==> config.mk <==
export PLATFORM = sky130hd
export DESIGN_NAME = dual_timer_counter_block
export DESIGN_NICKNAME = d
export VERILOG_FILES = /design/src/hdl/dual_timer_counter_block.v
export VERILOG_INCLUDE_DIRS = /design/src /design/src/hdl
export SDC_FILE = /design/constraint.sdc
export NUM_CORES = 1
export LEC_CHECK = 0
export ABC_AREA = 1
export BUFFER_PORTS_ARGS = -buffer_cell sky130_fd_sc_hd__buf_2
export CORE_MARGIN = 2
export CORE_UTILIZATION = 52
export DETAILED_ROUTE_END_ITERATION = 12
export PLACE_DENSITY = 0.7
export SETUP_SLACK_MARGIN = 0.2
export SLEW_MARGIN = 20
export SYNTH_ARGS = -nofsm -noshare
export SYNTH_HDL_FRONTEND = slang
export SYNTH_SLANG_ARGS = --single-unit
==> constraint.sdc <==
create_clock -name mclk -period 2.2 [get_ports mclk]
set_input_delay 0.33 -clock mclk [delete_from_list [all_inputs] [get_ports mclk]]
set_output_delay 0.33 -clock mclk [all_outputs]
set_load 0.02 [all_outputs]
==> src/hdl/dual_timer_defs.vh <==
// Register offsets, bit positions, reset values and timing counts of the dual timer.
`ifndef DUAL_TIMER_DEFS_VH
`define DUAL_TIMER_DEFS_VH

// Register offsets on the 4-bit register port.
`define OFS_MODE_SELECT 4'h0
`define OFS_RUN_FLAGS 4'h1
`define OFS_LOW_BYTE0 4'h2
`define OFS_HIGH_BYTE0 4'h3
`define OFS_LOW_BYTE1 4'h4
`define OFS_HIGH_BYTE1 4'h5
`define OFS_IRQ_STATUS 4'h6
`define OFS_IRQ_CLEAR 4'h7
`define OFS_IRQ_ENABLE 4'h8

// Mode register fields, per unit nibble.
`define MODE_GATE_BIT 3
`define MODE_CT_BIT 2
`define MODE_UPPER_BIT 1
`define MODE_LOWER_BIT 0

// Run and flags register bits.
`define RF_OVF1 7
`define RF_RUN1 6
`define RF_OVF0 5
`define RF_RUN0 4
`define RF_EXT1 3
`define RF_TYPE1 2
`define RF_EXT0 1
`define RF_TYPE0 0

// Interrupt status bits: overflow 0, overflow 1, external 0, external 1.
`define IRQ_OVF0 0
`define IRQ_OVF1 1
`define IRQ_EXT0 2
`define IRQ_EXT1 3

// Mode field encodings.
`define MODE_13BIT 2'h0
`define MODE_16BIT 2'h1
`define MODE_RELOAD8 2'h2
`define MODE_SPLIT8 2'h3

// Reset values.
`define RST_MODE_SELECT 8'h00
`define RST_RUN_FLAGS 8'h00
`define RST_IRQ_ENABLE 4'h0

// Timing: core clocks per machine cycle.
`define CLOCKS_PER_MACHINE_CYCLE 4'hC
`define MACHINE_CYCLE_LAST 4'hB

`endif

==> src/hdl/dual_timer_counter_block.v <==
// Dual up-counting timer/counter with four modes, external gating and a register port.
//
// What this block does
// - Timer mode counts once per twelve clocks.
// - Counter mode counts falling edges of count input.
// - Edge recognition takes two machine cycles.
// - Two independent 16-bit units, low and high byte.
// - Gate bit makes counting need pin high.
// - Select bit one counts edges, zero times.
// - Two-bit mode field per unit.
// - Mode 0 thirteen bits, mode 1 sixteen.
// - Mode 2 reloads low byte from high.
// - Mode 3 halts unit 1, splits unit 0.
// - Split bytes use run0/gate and run1 respectively.
// - Run bits start and stop units.
// - Overflow sets flag; software or acknowledge clears.
// - Pin falling edge sets external flag.
// - Type bit chooses edge or level trigger.

`include "dual_timer_defs.vh"

module dual_timer_counter_block (
  input wire mclk,
  input wire resetn,
  input wire [3:0] reg_addr,
  input wire [7:0] reg_wdata,
  input wire reg_write,
  input wire reg_read,
  output reg [7:0] reg_rdata,
  input wire count_input_unit0,
  input wire count_input_unit1,
  input wire ext_interrupt_pin_a,
  input wire ext_interrupt_pin_b,
  input wire ack_overflow0,
  input wire ack_overflow1,
  input wire ack_ext0,
  input wire ack_ext1,
  output wire ext_request0,
  output wire ext_request1,
  output wire irq
);

  // Register map seen from the register port, one byte per offset.
  // Offset 0 holds the mode select byte; its upper nibble configures unit 1.
  // Offset 1 holds run bits, overflow flags, edge flags and trigger types.
  // Offsets 2 to 5 hold the low and high counter bytes of both units.
  // Offset 6 is the sticky interrupt status and is read only.
  // Offset 7 clears status bits by writing ones and always reads zero.
  // Offset 8 enables the status bits onto the single interrupt output.
  // Counter bytes are read one at a time with no latching of the pair.
  // Software reading a running 16-bit count must handle a carry between reads.
  // Writes that hit an unmapped offset are ignored without any side effect.
  //
  // Register state.
  reg [7:0] timer_mode_select_reg;
  reg [7:0] timer_run_and_flags_reg;
  reg [7:0] low_byte_unit0_reg;
  reg [7:0] high_byte_unit0_reg;
  reg [7:0] low_byte_unit1_reg;
  reg [7:0] high_byte_unit1_reg;
  reg [3:0] irq_status_reg;
  reg [3:0] irq_enable_reg;
  reg [3:0] mc_count_reg;
  reg [1:0] count_samp0_reg;
  reg [1:0] count_samp1_reg;
  reg ext_prev_a_reg;
  reg ext_prev_b_reg;

  // Decoded mode fields, upper nibble for unit 1, lower for unit 0.
  wire [3:0] cfg1 = timer_mode_select_reg[7:4];
  wire [3:0] cfg0 = timer_mode_select_reg[3:0];
  wire [1:0] mode1 = {cfg1[`MODE_UPPER_BIT], cfg1[`MODE_LOWER_BIT]};
  wire [1:0] mode0 = {cfg0[`MODE_UPPER_BIT], cfg0[`MODE_LOWER_BIT]};
  wire run0 = timer_run_and_flags_reg[`RF_RUN0];
  wire run1 = timer_run_and_flags_reg[`RF_RUN1];

  // Register port decode.
  wire wr_mode = reg_write && (reg_addr == `OFS_MODE_SELECT);
  wire wr_flags = reg_write && (reg_addr == `OFS_RUN_FLAGS);
  wire wr_tl0 = reg_write && (reg_addr == `OFS_LOW_BYTE0);
  wire wr_th0 = reg_write && (reg_addr == `OFS_HIGH_BYTE0);
  wire wr_tl1 = reg_write && (reg_addr == `OFS_LOW_BYTE1);
  wire wr_th1 = reg_write && (reg_addr == `OFS_HIGH_BYTE1);
  wire wr_iclr = reg_write && (reg_addr == `OFS_IRQ_CLEAR);
  wire wr_ien = reg_write && (reg_addr == `OFS_IRQ_ENABLE);

  // The step function is shared by both units, so the mode decoding lives once.
  // Mode 0 chains five low bits into the high byte for a 13-bit count.
  // Mode 1 uses the full sixteen bits and wraps to zero on overflow.
  // Mode 2 counts the low byte alone and reloads it from the high byte.
  // Mode 3 is handled outside the function, because it splits unit 0.
  // The top bit of the result marks an overflow in the stepping cycle.
  // An overflow is only reported when the unit really advanced that cycle.
  //
  // One advance step of a unit in modes 0 to 2: {overflow, high, low}.
  function [16:0] unit_step;
    input [1:0] mode;
    input [7:0] hi;
    input [7:0] lo;
    reg [13:0] sum13;
    reg [16:0] sum16;
    begin
      sum13 = {1'b0, hi, lo[4:0]} + 14'h0001;
      sum16 = {1'b0, hi, lo} + 17'h00001;
      case (mode)
        `MODE_13BIT:
        begin
          // Five low bits plus the high byte; top three low bits held at zero.
          unit_step = {sum13[13], sum13[12:5], 3'h0, sum13[4:0]};
        end
        `MODE_16BIT:
        begin
          unit_step = sum16;
        end
        `MODE_RELOAD8:
        begin
          // Low byte overflow copies the high byte in as reload.
          if (lo == 8'hFF)
            unit_step = {1'b1, hi, hi};
          else
            unit_step = {1'b0, hi, lo + 8'h01};
        end
        default:
        begin
          unit_step = {1'b0, hi, lo};
        end
      endcase
    end
  endfunction

  // All counting advances on a single-cycle enable pulse from this divider.
  // Keeping one clock avoids any crossing between timing domains.
  // The divider free-runs from reset and is never restarted by software.
  // Because of that, the first tick after a run bit is set may come early.
  // A user who needs exact intervals must allow one machine cycle of slack.
  //
  // Machine cycle divider: one tick every twelve clocks.
  always @(posedge mclk or negedge resetn)
  begin
    if (!resetn)
      mc_count_reg <= 4'h0;
    else if (mc_count_reg == `MACHINE_CYCLE_LAST)
      mc_count_reg <= 4'h0;
    else
      mc_count_reg <= mc_count_reg + 4'h1;
  end

  wire mc_tick = (mc_count_reg == `MACHINE_CYCLE_LAST);

  // Sampling only at ticks can miss pulses shorter than a machine cycle.
  // The pin sample registers reset high, matching the idle level of the pins.
  // This keeps a false falling edge from appearing right after reset.
  // The count samples reset low; a fall needs an older one and a newer zero.
  // An early low-to-high sample pair therefore never counts as an edge.
  //
  // Count inputs and interrupt pins are sampled once per machine cycle.
  // The source must hold each level for one machine cycle to be seen.
  always @(posedge mclk or negedge resetn)
  begin
    if (!resetn)
    begin
      count_samp0_reg <= 2'h0;
      count_samp1_reg <= 2'h0;
      ext_prev_a_reg <= 1'b1;
      ext_prev_b_reg <= 1'b1;
    end
    else if (mc_tick)
    begin
      count_samp0_reg <= {count_samp0_reg[0], count_input_unit0};
      count_samp1_reg <= {count_samp1_reg[0], count_input_unit1};
      ext_prev_a_reg <= ext_interrupt_pin_a;
      ext_prev_b_reg <= ext_interrupt_pin_b;
    end
  end

  // A one-to-zero seen across two successive machine-cycle samples.
  wire fall0 = count_samp0_reg[1] & ~count_samp0_reg[0];
  wire fall1 = count_samp1_reg[1] & ~count_samp1_reg[0];
  wire ext_fall_a = mc_tick & ext_prev_a_reg & ~ext_interrupt_pin_a;
  wire ext_fall_b = mc_tick & ext_prev_b_reg & ~ext_interrupt_pin_b;

  // Enable: run bit set and, with gating, the interrupt pin high.
  wire en0 = run0 & (~cfg0[`MODE_GATE_BIT] | ext_interrupt_pin_a);
  wire en1 = run1 & (~cfg1[`MODE_GATE_BIT] | ext_interrupt_pin_b);

  // Per-tick advance: edge when counting, every machine cycle when timing.
  wire inc0 = mc_tick & en0 & (cfg0[`MODE_CT_BIT] ? fall0 : 1'b1);
  wire inc1 = mc_tick & en1 & (cfg1[`MODE_CT_BIT] ? fall1 : 1'b1);
  // In split mode the high byte of unit 0 times machine cycles under run bit 1.
  wire split0 = (mode0 == `MODE_SPLIT8);
  wire inc_th0 = mc_tick & run1;

  wire [16:0] step0 = unit_step(mode0, high_byte_unit0_reg, low_byte_unit0_reg);
  wire [16:0] step1 = unit_step(mode1, high_byte_unit1_reg, low_byte_unit1_reg);
  wire [8:0] split_lo = {1'b0, low_byte_unit0_reg} + 9'h001;
  wire [8:0] split_hi = {1'b0, high_byte_unit0_reg} + 9'h001;

  // Overflow events of both units.
  wire ovf0_evt = split0 ? (inc0 & split_lo[8]) : (inc0 & step0[16]);
  wire ovf1_split = split0 & inc_th0 & split_hi[8];
  // Unit 1 halts in mode 3, and loses its flag to unit 0's high byte when split.
  wire run_unit1 = inc1 & (mode1 != `MODE_SPLIT8);
  wire ovf1_evt = ovf1_split | (run_unit1 & step1[16] & ~split0);

  // Unit 0 byte registers; a write from the port takes precedence.
  always @(posedge mclk or negedge resetn)
  begin
    if (!resetn)
    begin
      low_byte_unit0_reg <= 8'h00;
      high_byte_unit0_reg <= 8'h00;
    end
    else
    begin
      if (wr_tl0)
        low_byte_unit0_reg <= reg_wdata;
      else if (split0 && inc0)
        low_byte_unit0_reg <= split_lo[7:0];
      else if (!split0 && inc0)
        low_byte_unit0_reg <= step0[7:0];
      if (wr_th0)
        high_byte_unit0_reg <= reg_wdata;
      else if (split0 && inc_th0)
        high_byte_unit0_reg <= split_hi[7:0];
      else if (!split0 && inc0)
        high_byte_unit0_reg <= step0[15:8];
    end
  end

  // Unit 1 byte registers; mode 3 holds the value.
  always @(posedge mclk or negedge resetn)
  begin
    if (!resetn)
    begin
      low_byte_unit1_reg <= 8'h00;
      high_byte_unit1_reg <= 8'h00;
    end
    else
    begin
      if (wr_tl1)
        low_byte_unit1_reg <= reg_wdata;
      else if (run_unit1)
        low_byte_unit1_reg <= step1[7:0];
      if (wr_th1)
        high_byte_unit1_reg <= reg_wdata;
      else if (run_unit1)
        high_byte_unit1_reg <= step1[15:8];
    end
  end

  // Mode register.
  always @(posedge mclk or negedge resetn)
  begin
    if (!resetn)
      timer_mode_select_reg <= `RST_MODE_SELECT;
    else if (wr_mode)
      timer_mode_select_reg <= reg_wdata;
  end

  // External flag set: falling edge when type is one, low level when zero.
  wire ext_set0 = timer_run_and_flags_reg[`RF_TYPE0] ? ext_fall_a
                  : ~ext_interrupt_pin_a;
  wire ext_set1 = timer_run_and_flags_reg[`RF_TYPE1] ? ext_fall_b
                  : ~ext_interrupt_pin_b;

  // The flags register merges three writers: software, acknowledges and events.
  // Software may both set and clear every bit, the flags included.
  // An acknowledge from the interrupt controller clears one flag only.
  // Hardware events are applied last, so an event is never lost to a clear.
  // With level triggering the edge flag is set again every cycle the pin is low.
  // Clearing it therefore only sticks once the pin has returned high.
  //
  // Next value of the run and flags register: software write or acknowledge
  // clears a flag, but a hardware set in the same cycle wins.
  reg [7:0] run_flags_next;
  always @*
  begin
    run_flags_next = timer_run_and_flags_reg;
    if (wr_flags)
      run_flags_next = reg_wdata;
    if (ack_overflow0)
      run_flags_next[`RF_OVF0] = 1'b0;
    if (ack_overflow1)
      run_flags_next[`RF_OVF1] = 1'b0;
    if (ack_ext0)
      run_flags_next[`RF_EXT0] = 1'b0;
    if (ack_ext1)
      run_flags_next[`RF_EXT1] = 1'b0;
    if (ovf0_evt)
      run_flags_next[`RF_OVF0] = 1'b1;
    if (ovf1_evt)
      run_flags_next[`RF_OVF1] = 1'b1;
    if (ext_set0)
      run_flags_next[`RF_EXT0] = 1'b1;
    if (ext_set1)
      run_flags_next[`RF_EXT1] = 1'b1;
  end

  always @(posedge mclk or negedge resetn)
  begin
    if (!resetn)
      timer_run_and_flags_reg <= `RST_RUN_FLAGS;
    else
      timer_run_and_flags_reg <= run_flags_next;
  end

  // Edge flags carry the external requests to the interrupt controller.
  assign ext_request0 = timer_run_and_flags_reg[`RF_EXT0];
  assign ext_request1 = timer_run_and_flags_reg[`RF_EXT1];

  // Sticky status of block events; clear register writes ones to clear.
  wire [3:0] irq_events;
  assign irq_events[`IRQ_OVF0] = ovf0_evt;
  assign irq_events[`IRQ_OVF1] = ovf1_evt;
  assign irq_events[`IRQ_EXT0] = ext_set0 & ~timer_run_and_flags_reg[`RF_EXT0];
  assign irq_events[`IRQ_EXT1] = ext_set1 & ~timer_run_and_flags_reg[`RF_EXT1];

  always @(posedge mclk or negedge resetn)
  begin
    if (!resetn)
    begin
      irq_status_reg <= 4'h0;
      irq_enable_reg <= `RST_IRQ_ENABLE;
    end
    else
    begin
      // A set in the clearing cycle is kept.
      irq_status_reg <= (irq_status_reg & ~(wr_iclr ? reg_wdata[3:0] : 4'h0))
                        | irq_events;
      if (wr_ien)
        irq_enable_reg <= reg_wdata[3:0];
    end
  end

  assign irq = |(irq_status_reg & irq_enable_reg);

  // The read data register only loads on a read strobe.
  // Between reads it keeps the last answer, which software must not rely on.
  // The clear register has no storage and reads back as zero.
  // Status and enable registers are four bits wide and read zero above.
  // Reading never changes any state, so reads have no side effects.
  //
  // Read data appear in the cycle after the read strobe; unmapped reads zero.
  always @(posedge mclk or negedge resetn)
  begin
    if (!resetn)
      reg_rdata <= 8'h00;
    else if (reg_read)
    begin
      case (reg_addr)
        `OFS_MODE_SELECT: reg_rdata <= timer_mode_select_reg;
        `OFS_RUN_FLAGS: reg_rdata <= timer_run_and_flags_reg;
        `OFS_LOW_BYTE0: reg_rdata <= low_byte_unit0_reg;
        `OFS_HIGH_BYTE0: reg_rdata <= high_byte_unit0_reg;
        `OFS_LOW_BYTE1: reg_rdata <= low_byte_unit1_reg;
        `OFS_HIGH_BYTE1: reg_rdata <= high_byte_unit1_reg;
        `OFS_IRQ_STATUS: reg_rdata <= {4'h0, irq_status_reg};
        `OFS_IRQ_ENABLE: reg_rdata <= {4'h0, irq_enable_reg};
        default: reg_rdata <= 8'h00;
      endcase
    end
  end

endmodule // dual_timer_counter_block

==> results.json <==
{
  "outcome": "finished clean",
  "fin_nets": 927,
  "powerDensity_nw_per_um2": 760,
  "row_count": 38,
  "dp_hpwl_mm": 14.0,
  "synth_nets": 882,
  "ir_drop_uv": 516,
  "start_kind": "flip-flop",
  "cp_top_family": "simple AND/OR/NAND/NOR gates",
  "grt_max_degree": 40,
  "ctsLongestPathBuffers": 2,
  "yosysSeqAreaShare": 0.326,
  "antenna_cells": 0,
  "hp-start": "ack_ext0",
  "total_leakage_power_nw": 3.19,
  "cp-end-kind": "flip-flop",
  "path_class": "reg -> reg",
  "fin_crit_sh": 0.845,
  "crit_path_max_incr_delay_ns": 0.43,
  "syn_inst": 846,
  "timing.rr.start": "timer_mode_select_reg[4]",
  "finalWorstSetupSlack_ns": 0.341,
  "vias": 5954,
  "grt_first_pass_wirelength_mm": 28.7,
  "avgSynthCellArea_um2": 6.73,
  "gr-usage-all-layers": 0.322,
  "yosysWarnings": 0,
  "hold_class": "in -> reg",
  "slew_viol_final": 0,
  "dpl_cell_area_um2": 5990,
  "worstPathMaxFanout": 4,
  "ant_nets": 0,
  "initial_core_util": 0.530,
  "final_area_um2": 6260,
  "clock-root-buffer": "clkbuf_8",
  "routabilityCongestion": 0.994,
  "port_buffers": 34,
  "fmax_mhz": 538,
  "slowest_stage": "dfrtp_1",
  "setup_viol": 0,
  "slew-limit-headroom": 0.669,
  "synth.cell_area_um2": 5700,
  "grt_overflow_total": 0,
  "fillCellCount": 1058,
  "multi_input_area_um2": 3310,
  "rsz0062_at_grt": "false",
  "drc_errors": 0,
  "required_ns": 2.52,
  "min_period_ns": 1.86,
  "ys_ff_latch": 74,
  "syn_to_final_growth_pct": 9.95,
  "insertion_delay_ns": 0.37,
  "core_region_area_um2": 10700,
  "register_area_um2": 1860,
  "finalHoldViolations": 0,
  "die_area_um2": 11800,
  "grt_pass1_vias": 5340,
  "drive_gt1_frac": 0.152,
  "dpl_worst_slack_ns": 0.171,
  "fin_setup_tns_ns": 0,
  "die_y_um": 109,
  "clkTransAtPathRegs_ns": 0.09,
  "synth_cell_types": 45,
  "wirelength_mm": 18.2,
  "path_cells": "ha_1 -> inv_1 -> nand2_1 -> a21oi_2 -> o211ai_2 -> nor3_4 -> buf_4 -> nand2_1 -> nand3_1",
  "cts.sinks": 74,
  "io_pins": 35,
  "cap_viol_max_count": 0,
  "fin_util": 0.583,
  "viasPerCell": 5.75,
  "crit_arrival_ns": 2.17,
  "h-tree-depth": 3,
  "drt_iter0_markers": 735,
  "crit_path_start": "timer_mode_select_reg[4]",
  "drt_pass1_iterations": 6,
  "die_w_um": 109,
  "cts_made_buffers": 9,
  "antenna_found_initial": 0,
  "wire_per_inst_um": 17.6,
  "cp_common_cell": "nand2_1",
  "total_power_mw": 4.76,
  "cp_num_buf_inv": 2,
  "worst_slew_pin_slew_ns": 0.496,
  "cts_tree": "built",
  "fin_skew_ns": 0.0140
}
[cells in the final DEF (no fill, tap or decap), types with 3 or more instances in the layout]
cell type   synthesis  final
a22oi_1             8      8
nor3_4              3      3
o22ai_1            17     17
o21ai_0            78     78
xor2_1              6      6
dfrtp_1            72     71
inv_2              12     12
inv_1              92     92
o2111ai_1           6      6
nand2_4             4      4
nor3_1              5      5
clkinvlp_4          0      3
nand2_1           286    286
buf_4               6     17
nand3_1            93     93
nor2_8              3      3
o211ai_1            4      4
nor2_4             10     11
nor2_2              8      8
clkbuf_8            1      9
ha_1               12     11
buf_2               7     33
nand4_1             8      8
nand2_2            11     11
nor2_1             41     40
a21oi_1            20     19
o21ai_1             6      6
[synthesized netlist by cell type (all sizes together)]
master,number,share of area
clkinv,2,0.0013
mux2i,1,0.0018
o221ai,1,0.0015
xor2,6,0.0092
buf,16,0.022
clkbuf,2,0.0031
a22oi,8,0.011
nor3,9,0.015
nor3b,1,0.0013
nand2,301,0.21
dfrtp,72,0.32
nand3b,1,0.0013
nand4,9,0.011
a211oi,1,0.0013
o2111ai,6,0.0092
dfstp,2,0.0092
o21ai,84,0.074
ha,12,0.026
or2,2,0.0022
a31oi,2,0.0022
nand3,97,0.091
inv,106,0.071
a21oi,21,0.019
o211ai,5,0.0075
o22ai,17,0.019
nor2,62,0.066
[kinds of logic (layout without fill, tap and decap cells)]
family	count (synthesis)	count (layout)	synth area share
simple gates	482	482	0.397
compound gates	145	145	0.144
buf+inv	126	176	0.0967
flops	74	74	0.326
fa+ha+maj	12	12	0.0264
xor+xnor	6	6	0.00923
mux	1	1	0.00176
[routing by layer]
| metal | track usage | vias to the layer above | routed length [um] |
|---|---|---|---|
| met5 | 0 | - | 0 |
| met2 | 0.494 | 296 | 8120 |
| met3 | 0.0663 | 42 | 1540 |
| met4 | 0.101 | 0 | 436 |
| met1 | 0.457 | 2757 | 8120 |
| li1 | - | 2859 | - |
[through the flow]
step | hold slack (ns) | instances
4_1_cts | 0.138 | 1029
3_5_place_dp | 0.334 | 1012
2_1_floorplan | 0.0344 | 846
5_1_grt | 0.155 | 1036
6_report | 0.141 | 1036
3_3_place_gp | 0.336 | 1012
[where the power goes]
| group | leakage, nW | switching [mW] | internal [mW] |
|---|---|---|---|
| combinational | 2.16 | 1.15 | 0.570 |
| sequential | 0.940 | 0.379 | 1.64 |
| clock | 0.0844 | 0.598 | 0.426 |
| total | 3.19 | 2.13 | 2.63 |
[timing repair]
item	in CTS	in global routing
pin swaps	0	4
endpoints found under the setup margin	2	26
hold buffers	1	0
gates resized for setup	1	5
endpoints found under the hold margin	35	0
buffers inserted	0	7
[path summary, 6_finish.rpt]
path	end	slack (ns)	depth (start not counted)
worst max-delay path	low_byte_unit1_reg[0]	0.34	9
worst min-delay path	timer_run_and_flags_reg[1]	0.14	2
worst max register to register	low_byte_unit1_reg[0]	0.34	9
worst min register to register	mc_count_reg[0]	0.48	1
max in group asynchronous	ext_prev_b_reg	1.11	3
min in group asynchronous	low_byte_unit1_reg[3]	0.46	2
[area by class of cell]
type,count,area share
Inverter,108,0.0655
Multi-Input combinational cell,646,0.529
Sequential cell,74,0.296
Tap cell,140,0.0280
Clock buffer,9,0.0198
Timing Repair Buffer,52,0.0515
Clock inverter,7,0.00959
No activity file was read; power rests on OpenSTA's default activity.
